[src/core/osc_link_pkg.sv]
package osc_link_pkg;
  // ==========================================================
  // Timing
  localparam int CLK_MHZ = 100;
  localparam int NV_WRITE_US = 10000;
  localparam int NV_WRITE_CYCLES = NV_WRITE_US * CLK_MHZ;

  // ==========================================================
  // Command codes
  localparam logic [7:0] CMD_DAC = 8'h08;
  localparam logic [7:0] CMD_OFFSET = 8'h0e;
  localparam logic [7:0] CMD_DIV = 8'h01;
  localparam logic [7:0] CMD_MUX = 8'h02;
  localparam logic [7:0] CMD_ADDR = 8'h0d;
  localparam logic [7:0] CMD_RANGE = 8'h37;
  localparam logic [7:0] CMD_COMMIT = 8'h3f;

  // ==========================================================
  // Setting reset values and fields
  localparam logic [9:0] DAC_RST = 10'h000;
  localparam logic [4:0] OFFSET_RST = 5'h00;
  localparam logic [9:0] DIV_RST = 10'h000;
  localparam logic [9:0] MUX_RST = 10'h000;
  localparam logic [4:0] ADDR_RST = 5'h00;
  localparam int COMMIT_MODE_BIT = 3;

  // ==========================================================
  // Register bus map
  localparam logic [7:0] A_CTRL = 8'h00;
  localparam logic [7:0] A_STAT = 8'h04;
  localparam logic [7:0] A_DACOFF = 8'h08;
  localparam logic [7:0] A_DIVMUX = 8'h0c;
  localparam logic [7:0] A_ADDR = 8'h10;
  localparam logic CTRL_EN_RST = 1'b1;
  localparam logic [1:0] RESP_OKAY = 2'h0;
  localparam logic [1:0] RESP_SLVERR = 2'h2;

  // ==========================================================
  // Link states, Gray along the usual path
  typedef enum logic [2:0] {
    ST_IDLE = 3'b000,
    ST_RX = 3'b001,
    ST_ACK = 3'b011,
    ST_TX = 3'b010,
    ST_RACK = 3'b110
  } link_st_t;
endpackage : osc_link_pkg

[src/core/osc_link_slave.sv]
// Chosen here: the register offsets and register access over AXI4-Lite.
module osc_link_slave #(
  // Arbitrary neutral device type code
  parameter logic [3:0] TYPE_CODE = 4'h5,
  parameter logic [15:0] RANGE_VALUE = 16'h0000,
  parameter int NV_CYCLES = osc_link_pkg::NV_WRITE_CYCLES
) (
  input wire logic clk_in,
  input wire logic sys_rst_in,
  input wire logic scl_in,
  input wire logic sda_in,
  output logic sda_drv_out,
  output logic sda_oe_out,
  output logic [9:0] dac_out,
  output logic [4:0] offset_out,
  output logic [9:0] div_out,
  output logic [9:0] output_select_word_out,
  output logic nv_commit_mode_out,
  output logic nv_write_out,
  output logic nv_busy_out,
  input wire logic s_axi_awvalid_in,
  output logic s_axi_awready_out,
  input wire logic [7:0] s_axi_awaddr_in,
  input wire logic s_axi_wvalid_in,
  output logic s_axi_wready_out,
  input wire logic [31:0] s_axi_wdata_in,
  input wire logic [3:0] s_axi_wstrb_in,
  output logic s_axi_bvalid_out,
  input wire logic s_axi_bready_in,
  output logic [1:0] s_axi_bresp_out,
  input wire logic s_axi_arvalid_in,
  output logic s_axi_arready_out,
  input wire logic [7:0] s_axi_araddr_in,
  output logic s_axi_rvalid_out,
  input wire logic s_axi_rready_in,
  output logic [31:0] s_axi_rdata_out,
  output logic [1:0] s_axi_rresp_out
);
  localparam int CW = $clog2(NV_CYCLES + 1);

  typedef struct packed {
    logic [1:0] sy1;
    logic [1:0] sy2;
    logic [1:0] sy3;
    logic [1:0] flt;
    logic [1:0] prv;
    osc_link_pkg::link_st_t st;
    logic [3:0] bits;
    logic [7:0] shr;
    logic [1:0] nbyte;
    logic [1:0] di;
    logic rw;
    logic oe;
    logic ackd;
    logic [7:0] cmd;
    logic [9:0] dac;
    logic [4:0] off;
    logic [9:0] div;
    logic [9:0] output_select_word;
    logic [4:0] adr;
    logic dirty;
    logic adr_wr;
    logic commit_req;
    logic [CW-1:0] nv_cnt;
    logic nv_busy;
    logic nv_pulse;
    logic ctrl_en;
    logic aw_ok;
    logic w_ok;
    logic [7:0] aw_a;
    logic [31:0] wd;
    logic ws0;
    logic awrdy;
    logic wrdy;
    logic bvalid;
    logic [1:0] bresp;
    logic arrdy;
    logic rvalid;
    logic [1:0] rresp;
    logic [31:0] rdata;
  } state_t;

  state_t q;
  state_t d;

  // ==========================================================
  // Helpers
  function automatic logic [9:0] put10(input logic [9:0] old,
    input logic [7:0] b, input logic [1:0] idx);
    logic [9:0] r;
    r = old;
    if (idx == 2'd0)
    begin
      r[9:2] = b;
    end
    else if (idx == 2'd1)
    begin
      r[1:0] = b[7:6];
    end
    return r;
  endfunction : put10

  function automatic logic [7:0] get10(input logic [9:0] v,
    input logic [1:0] idx);
    return (idx == 2'd0) ? v[9:2] : {v[1:0], 6'h00};
  endfunction : get10

  function automatic logic [7:0] rd_byte(input state_t s);
    logic [7:0] r;
    r = 8'hff;
    unique case (s.cmd)
      osc_link_pkg::CMD_DAC: r = get10(s.dac, s.di);
      osc_link_pkg::CMD_DIV: r = get10(s.div, s.di);
      osc_link_pkg::CMD_MUX: r = get10(s.output_select_word, s.di);
      osc_link_pkg::CMD_OFFSET: r = {3'h7, s.off};
      osc_link_pkg::CMD_ADDR: r = {3'h0, s.adr};
      osc_link_pkg::CMD_RANGE:
        r = (s.di == 2'd0) ? RANGE_VALUE[15:8] : RANGE_VALUE[7:0];
      default: r = 8'hff;
    endcase
    return r;
  endfunction : rd_byte

  function automatic logic [1:0] sat2(input logic [1:0] v);
    return (v == 2'd3) ? v : v + 2'd1;
  endfunction : sat2

  // ==========================================================
  // Next state
  logic scl;
  logic sda;
  logic scl_r;
  logic scl_f;
  logic start;
  logic stop;
  logic cmode;
  logic [7:0] b;
  logic [7:0] tb;

  always_comb
  begin
    d = q;
    b = q.shr;
    tb = 8'h00;
    d.nv_pulse = 1'b0;
    cmode = q.adr[osc_link_pkg::COMMIT_MODE_BIT];
    d.sy1 = {scl_in, sda_in};
    d.sy2 = q.sy1;
    d.sy3 = q.sy2;
    if (q.sy2 == q.sy3)
    begin
      d.flt = q.sy2;
    end
    d.prv = q.flt;
    scl = q.flt[1];
    sda = q.flt[0];
    scl_r = scl & ~q.prv[1];
    scl_f = ~scl & q.prv[1];
    start = scl & q.prv[1] & q.prv[0] & ~sda;
    stop = scl & q.prv[1] & ~q.prv[0] & sda;

    if (q.nv_busy)
    begin
      if (q.nv_cnt == CW'(NV_CYCLES - 1))
      begin
        d.nv_busy = 1'b0;
      end
      else
      begin
        d.nv_cnt = q.nv_cnt + 1'b1;
      end
    end
    // Write command ends at STOP or START
    if ((start | stop) &
      (q.adr_wr | (q.dirty & ~cmode) | q.commit_req) & ~q.nv_busy)
    begin
      // One pulse latches all five settings
      d.nv_busy = 1'b1;
      d.nv_cnt = '0;
      d.nv_pulse = 1'b1;
    end
    if (start | stop)
    begin
      d.dirty = 1'b0;
      d.adr_wr = 1'b0;
      d.commit_req = 1'b0;
    end

    if (start)
    begin
      d.st = osc_link_pkg::ST_RX;
      d.bits = 4'd0;
      d.nbyte = 2'd0;
      d.oe = 1'b0;
    end
    else if (stop)
    begin
      d.st = osc_link_pkg::ST_IDLE;
      d.oe = 1'b0;
    end
    else
    begin
      unique case (q.st)
        osc_link_pkg::ST_IDLE:
        begin
          d.oe = 1'b0;
        end
        osc_link_pkg::ST_RX:
        begin
          if (scl_r && q.bits != 4'd8)
          begin
            d.shr = {q.shr[6:0], sda};
            d.bits = q.bits + 4'd1;
          end
          else if (scl_f && q.bits == 4'd8)
          begin
            d.st = osc_link_pkg::ST_ACK;
            d.bits = 4'd0;
            d.ackd = 1'b1;
            d.oe = 1'b1;
            if (q.nbyte == 2'd0)
            begin
              if (b[7:4] != TYPE_CODE || b[3:1] != q.adr[2:0]
                || q.nv_busy || !q.ctrl_en)
              begin
                d.st = osc_link_pkg::ST_IDLE;
                d.oe = 1'b0;
                d.ackd = 1'b0;
              end
              else
              begin
                d.rw = b[0];
                d.nbyte = 2'd1;
                d.di = 2'd0;
              end
            end
            else if (q.nbyte == 2'd1)
            begin
              d.cmd = b;
              d.nbyte = 2'd2;
              if (b == osc_link_pkg::CMD_COMMIT && cmode)
              begin
                d.commit_req = 1'b1;
              end
            end
            else
            begin
              d.di = sat2(q.di);
              unique case (q.cmd)
                osc_link_pkg::CMD_DAC:
                begin
                  d.dac = put10(q.dac, b, q.di);
                  d.dirty = 1'b1;
                end
                osc_link_pkg::CMD_DIV:
                begin
                  d.div = put10(q.div, b, q.di);
                  d.dirty = 1'b1;
                end
                osc_link_pkg::CMD_MUX:
                begin
                  d.output_select_word = put10(q.output_select_word, b, q.di);
                  d.dirty = 1'b1;
                end
                osc_link_pkg::CMD_OFFSET:
                begin
                  if (q.di == 2'd0)
                  begin
                    d.off = b[4:0];
                    d.dirty = 1'b1;
                  end
                end
                osc_link_pkg::CMD_ADDR:
                begin
                  if (q.di == 2'd0)
                  begin
                    d.adr = b[4:0];
                    d.adr_wr = 1'b1;
                  end
                end
                default: d.di = sat2(q.di);
              endcase
            end
          end
        end
        osc_link_pkg::ST_ACK:
        begin
          if (scl_f)
          begin
            d.oe = 1'b0;
            d.bits = 4'd0;
            if (q.rw)
            begin
              tb = rd_byte(q);
              d.shr = tb;
              d.oe = ~tb[7];
              d.di = sat2(q.di);
              d.st = osc_link_pkg::ST_TX;
            end
            else
            begin
              d.st = osc_link_pkg::ST_RX;
            end
          end
        end
        osc_link_pkg::ST_TX:
        begin
          if (scl_r)
          begin
            d.bits = q.bits + 4'd1;
          end
          // Change data only after clock falls
          else if (scl_f)
          begin
            if (q.bits == 4'd8)
            begin
              d.st = osc_link_pkg::ST_RACK;
              d.oe = 1'b0;
            end
            else
            begin
              d.shr = {q.shr[6:0], 1'b0};
              d.oe = ~q.shr[6];
            end
          end
        end
        osc_link_pkg::ST_RACK:
        begin
          if (scl_r)
          begin
            d.ackd = ~sda;
          end
          else if (scl_f)
          begin
            d.bits = 4'd0;
            // After NACK the line stays released
            if (!q.ackd)
            begin
              d.st = osc_link_pkg::ST_IDLE;
            end
            else
            begin
              tb = rd_byte(q);
              d.shr = tb;
              d.oe = ~tb[7];
              d.di = sat2(q.di);
              d.st = osc_link_pkg::ST_TX;
            end
          end
        end
        default:
        begin
          d.st = osc_link_pkg::ST_IDLE;
          d.oe = 1'b0;
        end
      endcase
    end

    // ==========================================================
    // Register bus slave
    if (s_axi_awvalid_in && q.awrdy)
    begin
      d.aw_ok = 1'b1;
      d.aw_a = s_axi_awaddr_in;
    end
    if (s_axi_wvalid_in && q.wrdy)
    begin
      d.w_ok = 1'b1;
      d.wd = s_axi_wdata_in;
      d.ws0 = s_axi_wstrb_in[0];
    end
    if (q.bvalid && s_axi_bready_in)
    begin
      d.bvalid = 1'b0;
    end
    // Read-only settings: link is the only writer, no races
    if (d.aw_ok && d.w_ok && !d.bvalid)
    begin
      d.aw_ok = 1'b0;
      d.w_ok = 1'b0;
      d.bvalid = 1'b1;
      d.bresp = osc_link_pkg::RESP_OKAY;
      if (d.aw_a == osc_link_pkg::A_CTRL)
      begin
        if (d.ws0)
        begin
          d.ctrl_en = d.wd[0];
        end
      end
      else if (d.aw_a != osc_link_pkg::A_STAT
        && d.aw_a != osc_link_pkg::A_DACOFF
        && d.aw_a != osc_link_pkg::A_DIVMUX
        && d.aw_a != osc_link_pkg::A_ADDR)
      begin
        d.bresp = osc_link_pkg::RESP_SLVERR;
      end
    end
    if (q.rvalid && s_axi_rready_in)
    begin
      d.rvalid = 1'b0;
    end
    if (s_axi_arvalid_in && q.arrdy)
    begin
      d.rvalid = 1'b1;
      d.rresp = osc_link_pkg::RESP_OKAY;
      unique case (s_axi_araddr_in)
        osc_link_pkg::A_CTRL: d.rdata = {31'h0, q.ctrl_en};
        osc_link_pkg::A_STAT:
          d.rdata = {30'h0, q.st != osc_link_pkg::ST_IDLE, q.nv_busy};
        osc_link_pkg::A_DACOFF: d.rdata = {17'h0, q.off, q.dac};
        osc_link_pkg::A_DIVMUX: d.rdata = {12'h0, q.output_select_word, q.div};
        osc_link_pkg::A_ADDR: d.rdata = {27'h0, q.adr};
        default:
        begin
          d.rdata = 32'h0;
          d.rresp = osc_link_pkg::RESP_SLVERR;
        end
      endcase
    end
    d.awrdy = ~d.aw_ok & ~d.bvalid;
    d.wrdy = ~d.w_ok & ~d.bvalid;
    d.arrdy = ~d.rvalid;
  end

  // ==========================================================
  // State register
  always_ff @(posedge clk_in or posedge sys_rst_in)
  begin
    if (sys_rst_in)
    begin
      q <= '0;
      // Lines idle high so reset release sees no START
      q.sy1 <= 2'b11;
      q.sy2 <= 2'b11;
      q.sy3 <= 2'b11;
      q.flt <= 2'b11;
      q.prv <= 2'b11;
      q.st <= osc_link_pkg::ST_IDLE;
      q.dac <= osc_link_pkg::DAC_RST;
      q.off <= osc_link_pkg::OFFSET_RST;
      q.div <= osc_link_pkg::DIV_RST;
      q.output_select_word <= osc_link_pkg::MUX_RST;
      q.adr <= osc_link_pkg::ADDR_RST;
      q.ctrl_en <= osc_link_pkg::CTRL_EN_RST;
    end
    else
    begin
      q <= d;
    end
  end

  // ==========================================================
  // Outputs
  // Open-drain data only, clock never driven
  assign sda_drv_out = 1'b0;
  assign sda_oe_out = q.oe;
  assign dac_out = q.dac;
  assign offset_out = q.off;
  assign div_out = q.div;
  assign output_select_word_out = q.output_select_word;
  assign nv_commit_mode_out = q.adr[osc_link_pkg::COMMIT_MODE_BIT];
  assign nv_write_out = q.nv_pulse;
  assign nv_busy_out = q.nv_busy;
  assign s_axi_awready_out = q.awrdy;
  assign s_axi_wready_out = q.wrdy;
  assign s_axi_bvalid_out = q.bvalid;
  assign s_axi_bresp_out = q.bresp;
  assign s_axi_arready_out = q.arrdy;
  assign s_axi_rvalid_out = q.rvalid;
  assign s_axi_rdata_out = q.rdata;
  assign s_axi_rresp_out = q.rresp;
endmodule : osc_link_slave

[config.mk]
export PLATFORM = sky130hd
export DESIGN_NAME = osc_link_slave
export DESIGN_NICKNAME = d
export VERILOG_FILES = /design/src/core/osc_link_pkg.sv /design/src/core/osc_link_slave.sv
export SDC_FILE = /design/constraint.sdc
export NUM_CORES = 1
export LEC_CHECK = 0
export ABC_CLOCK_PERIOD_IN_PS = 9500
export BUFFER_PORTS_ARGS = -buffer_cell sky130_fd_sc_hd__clkbuf_2
export CORE_ASPECT_RATIO = 0.6
export CORE_MARGIN = 2
export CORE_UTILIZATION = 60
export DETAILED_ROUTE_END_ITERATION = 6
export GPL_ROUTABILITY_DRIVEN = 0
export GPL_TIMING_DRIVEN = 0
export PLACE_DENSITY = 0.85
export SYNTH_ARGS = -nofsm -noshare
export SYNTH_HDL_FRONTEND = slang
export SYNTH_SLANG_ARGS = --single-unit
[constraint.sdc]
create_clock -name clk_in -period 9.5 [get_ports clk_in]
set_input_delay 1.425 -clock clk_in [delete_from_list [all_inputs] [get_ports clk_in]]
set_output_delay 1.425 -clock clk_in [all_outputs]
set_load 0.005 [all_outputs]
==> results.sh <==
export IMPL_drtAntennaViolNets=0
export IMPL_rsz0062_at_grt="false"
export IMPL_dp_hpwl_um=15220
export IMPL_drtIter0Drc=801
export IMPL_seq_area_frac_synth_pct=45.34
export IMPL_finalCritPeriodShare_pct=34.55
export IMPL_yosysTopAreaCellShare_pct=41.74
export IMPL_grt_pass1_wl_um=34020
export IMPL_ir_worst_vdd_mv=0.1599
export IMPL_hold_start="d[186]"
export IMPL_place_area_mm2=0.008791
export IMPL_drive_above_1_share_pct=26.24
export IMPL_synth_cell_types=74
export IMPL_hold_path_class="reg2reg"
export IMPL_cts_made_buffers=17
export IMPL_post_cts_resized=0
export IMPL_nets=996
export IMPL_crit_required_ps=9830
export IMPL_cts_sinks=145
export IMPL_cp_top_family="simple AND/OR/NAND/NOR gates"
export IMPL_hold_buffers=0
export IMPL_chipHeight_um=93.63
export IMPL_crit_end="s_axi_rdata_out[7]"
export IMPL_cp_data_arrival_time_ps=3620
export IMPL_synth_edff_count=0
export IMPL_drt_pre_antenna_iters=7
export IMPL_cp_buffers_inverters=2
export IMPL_area_growth_pct=16.70
export IMPL_overflow=0
export IMPL_synth_warnings=0
export IMPL_slew_headroom_pct=23.17
export IMPL_grtUsageTotal_pct=30.36
export IMPL_via_per_inst=6.112
export IMPL_crit_fanout=10
export IMPL_die_x_um=153.4
export IMPL_final_hold_violation_count=0
export IMPL_postLayoutCoreUtil_pct=72.26
export IMPL_synthTopCellsByArea="dfrtp_1 (42%), buf_4 (6.8%), mux2_1 (6.2%)"
export IMPL_tightest_slew_ps=1142
export IMPL_fin_setup_tns_ps=0
export IMPL_yosysTopAreaCell="dfrtp_1"
export IMPL_ctsHtreeMaxLevel=4
export IMPL_syn_area_per_cell_um2=9.966
export IMPL_p_leak_nw=4.430
export IMPL_clk_pin_slew_ps=70
export IMPL_wl_um=21330
export IMPL_timing_rr_start="q[181]"
export IMPL_synthTopCellsByCount="dfrtp_1 (134), nand2_1 (74), buf_4 (73), mux2_1 (44), nor2_1 (39)"
export IMPL_cts_root_buf="clkbuf_16"
export IMPL_syn_cell_area_mm2=0.008033
export IMPL_r2r_setup_slack_ps=6630
export IMPL_path_class="in2reg"
export IMPL_crit_start="s_axi_araddr_in[0]"
export IMPL_num_rows=32
export IMPL_status="completed"
export IMPL_start_util_pct=61.92
export IMPL_synthMostInstantiatedCell="dfrtp_1"
export IMPL_rr_worst_depth=7
export IMPL_clock_path_buffers=2
export IMPL_rr_endpoint="b[7]"
export IMPL_fin_skew_ps=10.40
export IMPL_cp_cell_sequence="clkbuf_2 -> or4_1 -> nor3_1 -> and2_1 -> clkbuf_1 -> a22oi_1 -> o21ai_0"
export IMPL_ys_flop_type="dfrtp_1"
export IMPL_antenna_found_initial=0
export IMPL_drcViolationCount=0
export IMPL_die_area_mm2=0.01436
export IMPL_antenna_cells=0
export IMPL_wire_per_inst_um=19.13
export IMPL_first_global_vias=6335
export IMPL_fmax_mhz=304.6
export IMPL_setup_viol=0
export IMPL_syn_inst=806
export IMPL_grt_max_degree=99
export IMPL_synth_seq_cells=145
export IMPL_clk_latency_ps=430
export IMPL_critical_path_depth=7
export IMPL_cp_end_kind="flip-flop"
export IMPL_boundaryPins=142
export IMPL_holdPathStages=0
export IMPL_critical_path_slowest_cell="or4_1"
export IMPL_cts_tree="built"
export IMPL_cap_violations=0
export IMPL_design_core_area_mm2=0.01297
export IMPL_portBuffers=92
export IMPL_p_per_area_mw_per_mm2=174.3
export IMPL_async_flop_share_pct=100.0
export IMPL_cts_setup_buffers=0
export IMPL_worst_setup_path_start_kind="primary input"
export IMPL_vias=6815
export IMPL_fin_crit_ps=3283
export IMPL_slew_violations=0
export IMPL_fin_area_mm2=0.009374
export IMPL_critPathMaxStageDelay_ps=570
## registers in the layout, indices dropped and copies added (netlist names), 5 cells and up
| name | count |
|---|---|
| dac_out | 10 |
| output_select_word_out | 10 |
| d | 6 |
| offset_out | 5 |
| div_out | 10 |
| s_axi_rdata_out | 20 |
| b | 8 |
| q | 65 |
## routing by layer
metal	track usage [%]	up-vias	part of all wire (%)
met1	45.63	3253	45
met3	7.414	39	12
met4	8.104	0	1.4
met2	44.12	436	42
met5	0	-	0
li1	-	3087	-
## through the flow
step	total power (W)	instances	setup WS, ps	hold slack, ps
CTS	0.001629	1115	6291	357.1
global placement	0.0009551	1082	2661	347.4
finish	0.001634	1115	6217	356.4
global route	0.001694	1115	6145	359.9
detailed placement	0.0009674	1083	5832	347.5
floorplan	0.0008879	820	4199	345.2
## cell type report
type                    instances  area, um2
plain buffers                 114      718.2
well taps                     170      212.7
inverters                      17      68.82
multi-input cells             544       3661
clock inverters                14      143.9
fillers                       949       3598
clock buffers                  18      439.2
repair buffers                 93      488.0
flip-flops and latches        145       3642
## where the power goes
group / switching (W) / internal (W)
logic: 0.000166 / 0.000103
clock network: 0.000291 / 0.000377
registers: 0.0000249 / 0.000672
## logic make-up (layout without fill, tap and decap cells)
logic type | after synthesis | after routing | synth area share (%)
fa+ha+maj | 3 | 3 | 0.4673
other cells | 1 | 15 | 0.04668
simple gates | 272 | 272 | 18.52
buf+inv | 131 | 256 | 9.735
xor+xnor | 16 | 16 | 1.745
mux | 68 | 68 | 9.393
compound gates | 170 | 170 | 14.75
flops | 145 | 145 | 45.34
## cell usage in the layout (no fill, tap or decap), drive strengths merged, types with 4 or more instances in the layout
cell type / netlist / layout
mux2: 59 / 59
xnor2: 8 / 8
or4: 8 / 8
a21oi: 22 / 22
nor4: 9 / 9
nand4: 7 / 7
mux2i: 9 / 9
nor2b: 14 / 14
o31ai: 10 / 10
or3: 5 / 5
o211ai: 14 / 14
nor3b: 7 / 7
a22o: 9 / 9
nand3: 24 / 24
a2111oi: 4 / 4
a211oi: 12 / 12
conb: 1 / 15
nand2: 75 / 75
and2: 5 / 5
nand2b: 12 / 12
nand3b: 13 / 13
o21ai: 43 / 43
a21o: 7 / 7
and3: 10 / 10
or2: 5 / 5
nor2: 42 / 42
xor2: 8 / 8
o21a: 6 / 6
a22oi: 16 / 16
dfrtp: 134 / 134
nor3: 18 / 18
inv: 17 / 26
dfstp: 11 / 11
buf: 84 / 85
nor4b: 5 / 5
clkbuf: 30 / 140
## how the worst min path moves through the flow
stage / to / slack (ps)
after detailed placement: d[184] / 350
after global placement: d[185] / 350
after global routing: d[184] / 360
final: d[184] / 360
after floorplan: d[184] / 350
after CTS: d[184] / 360
No activity file was read; power rests on OpenSTA's default activity.
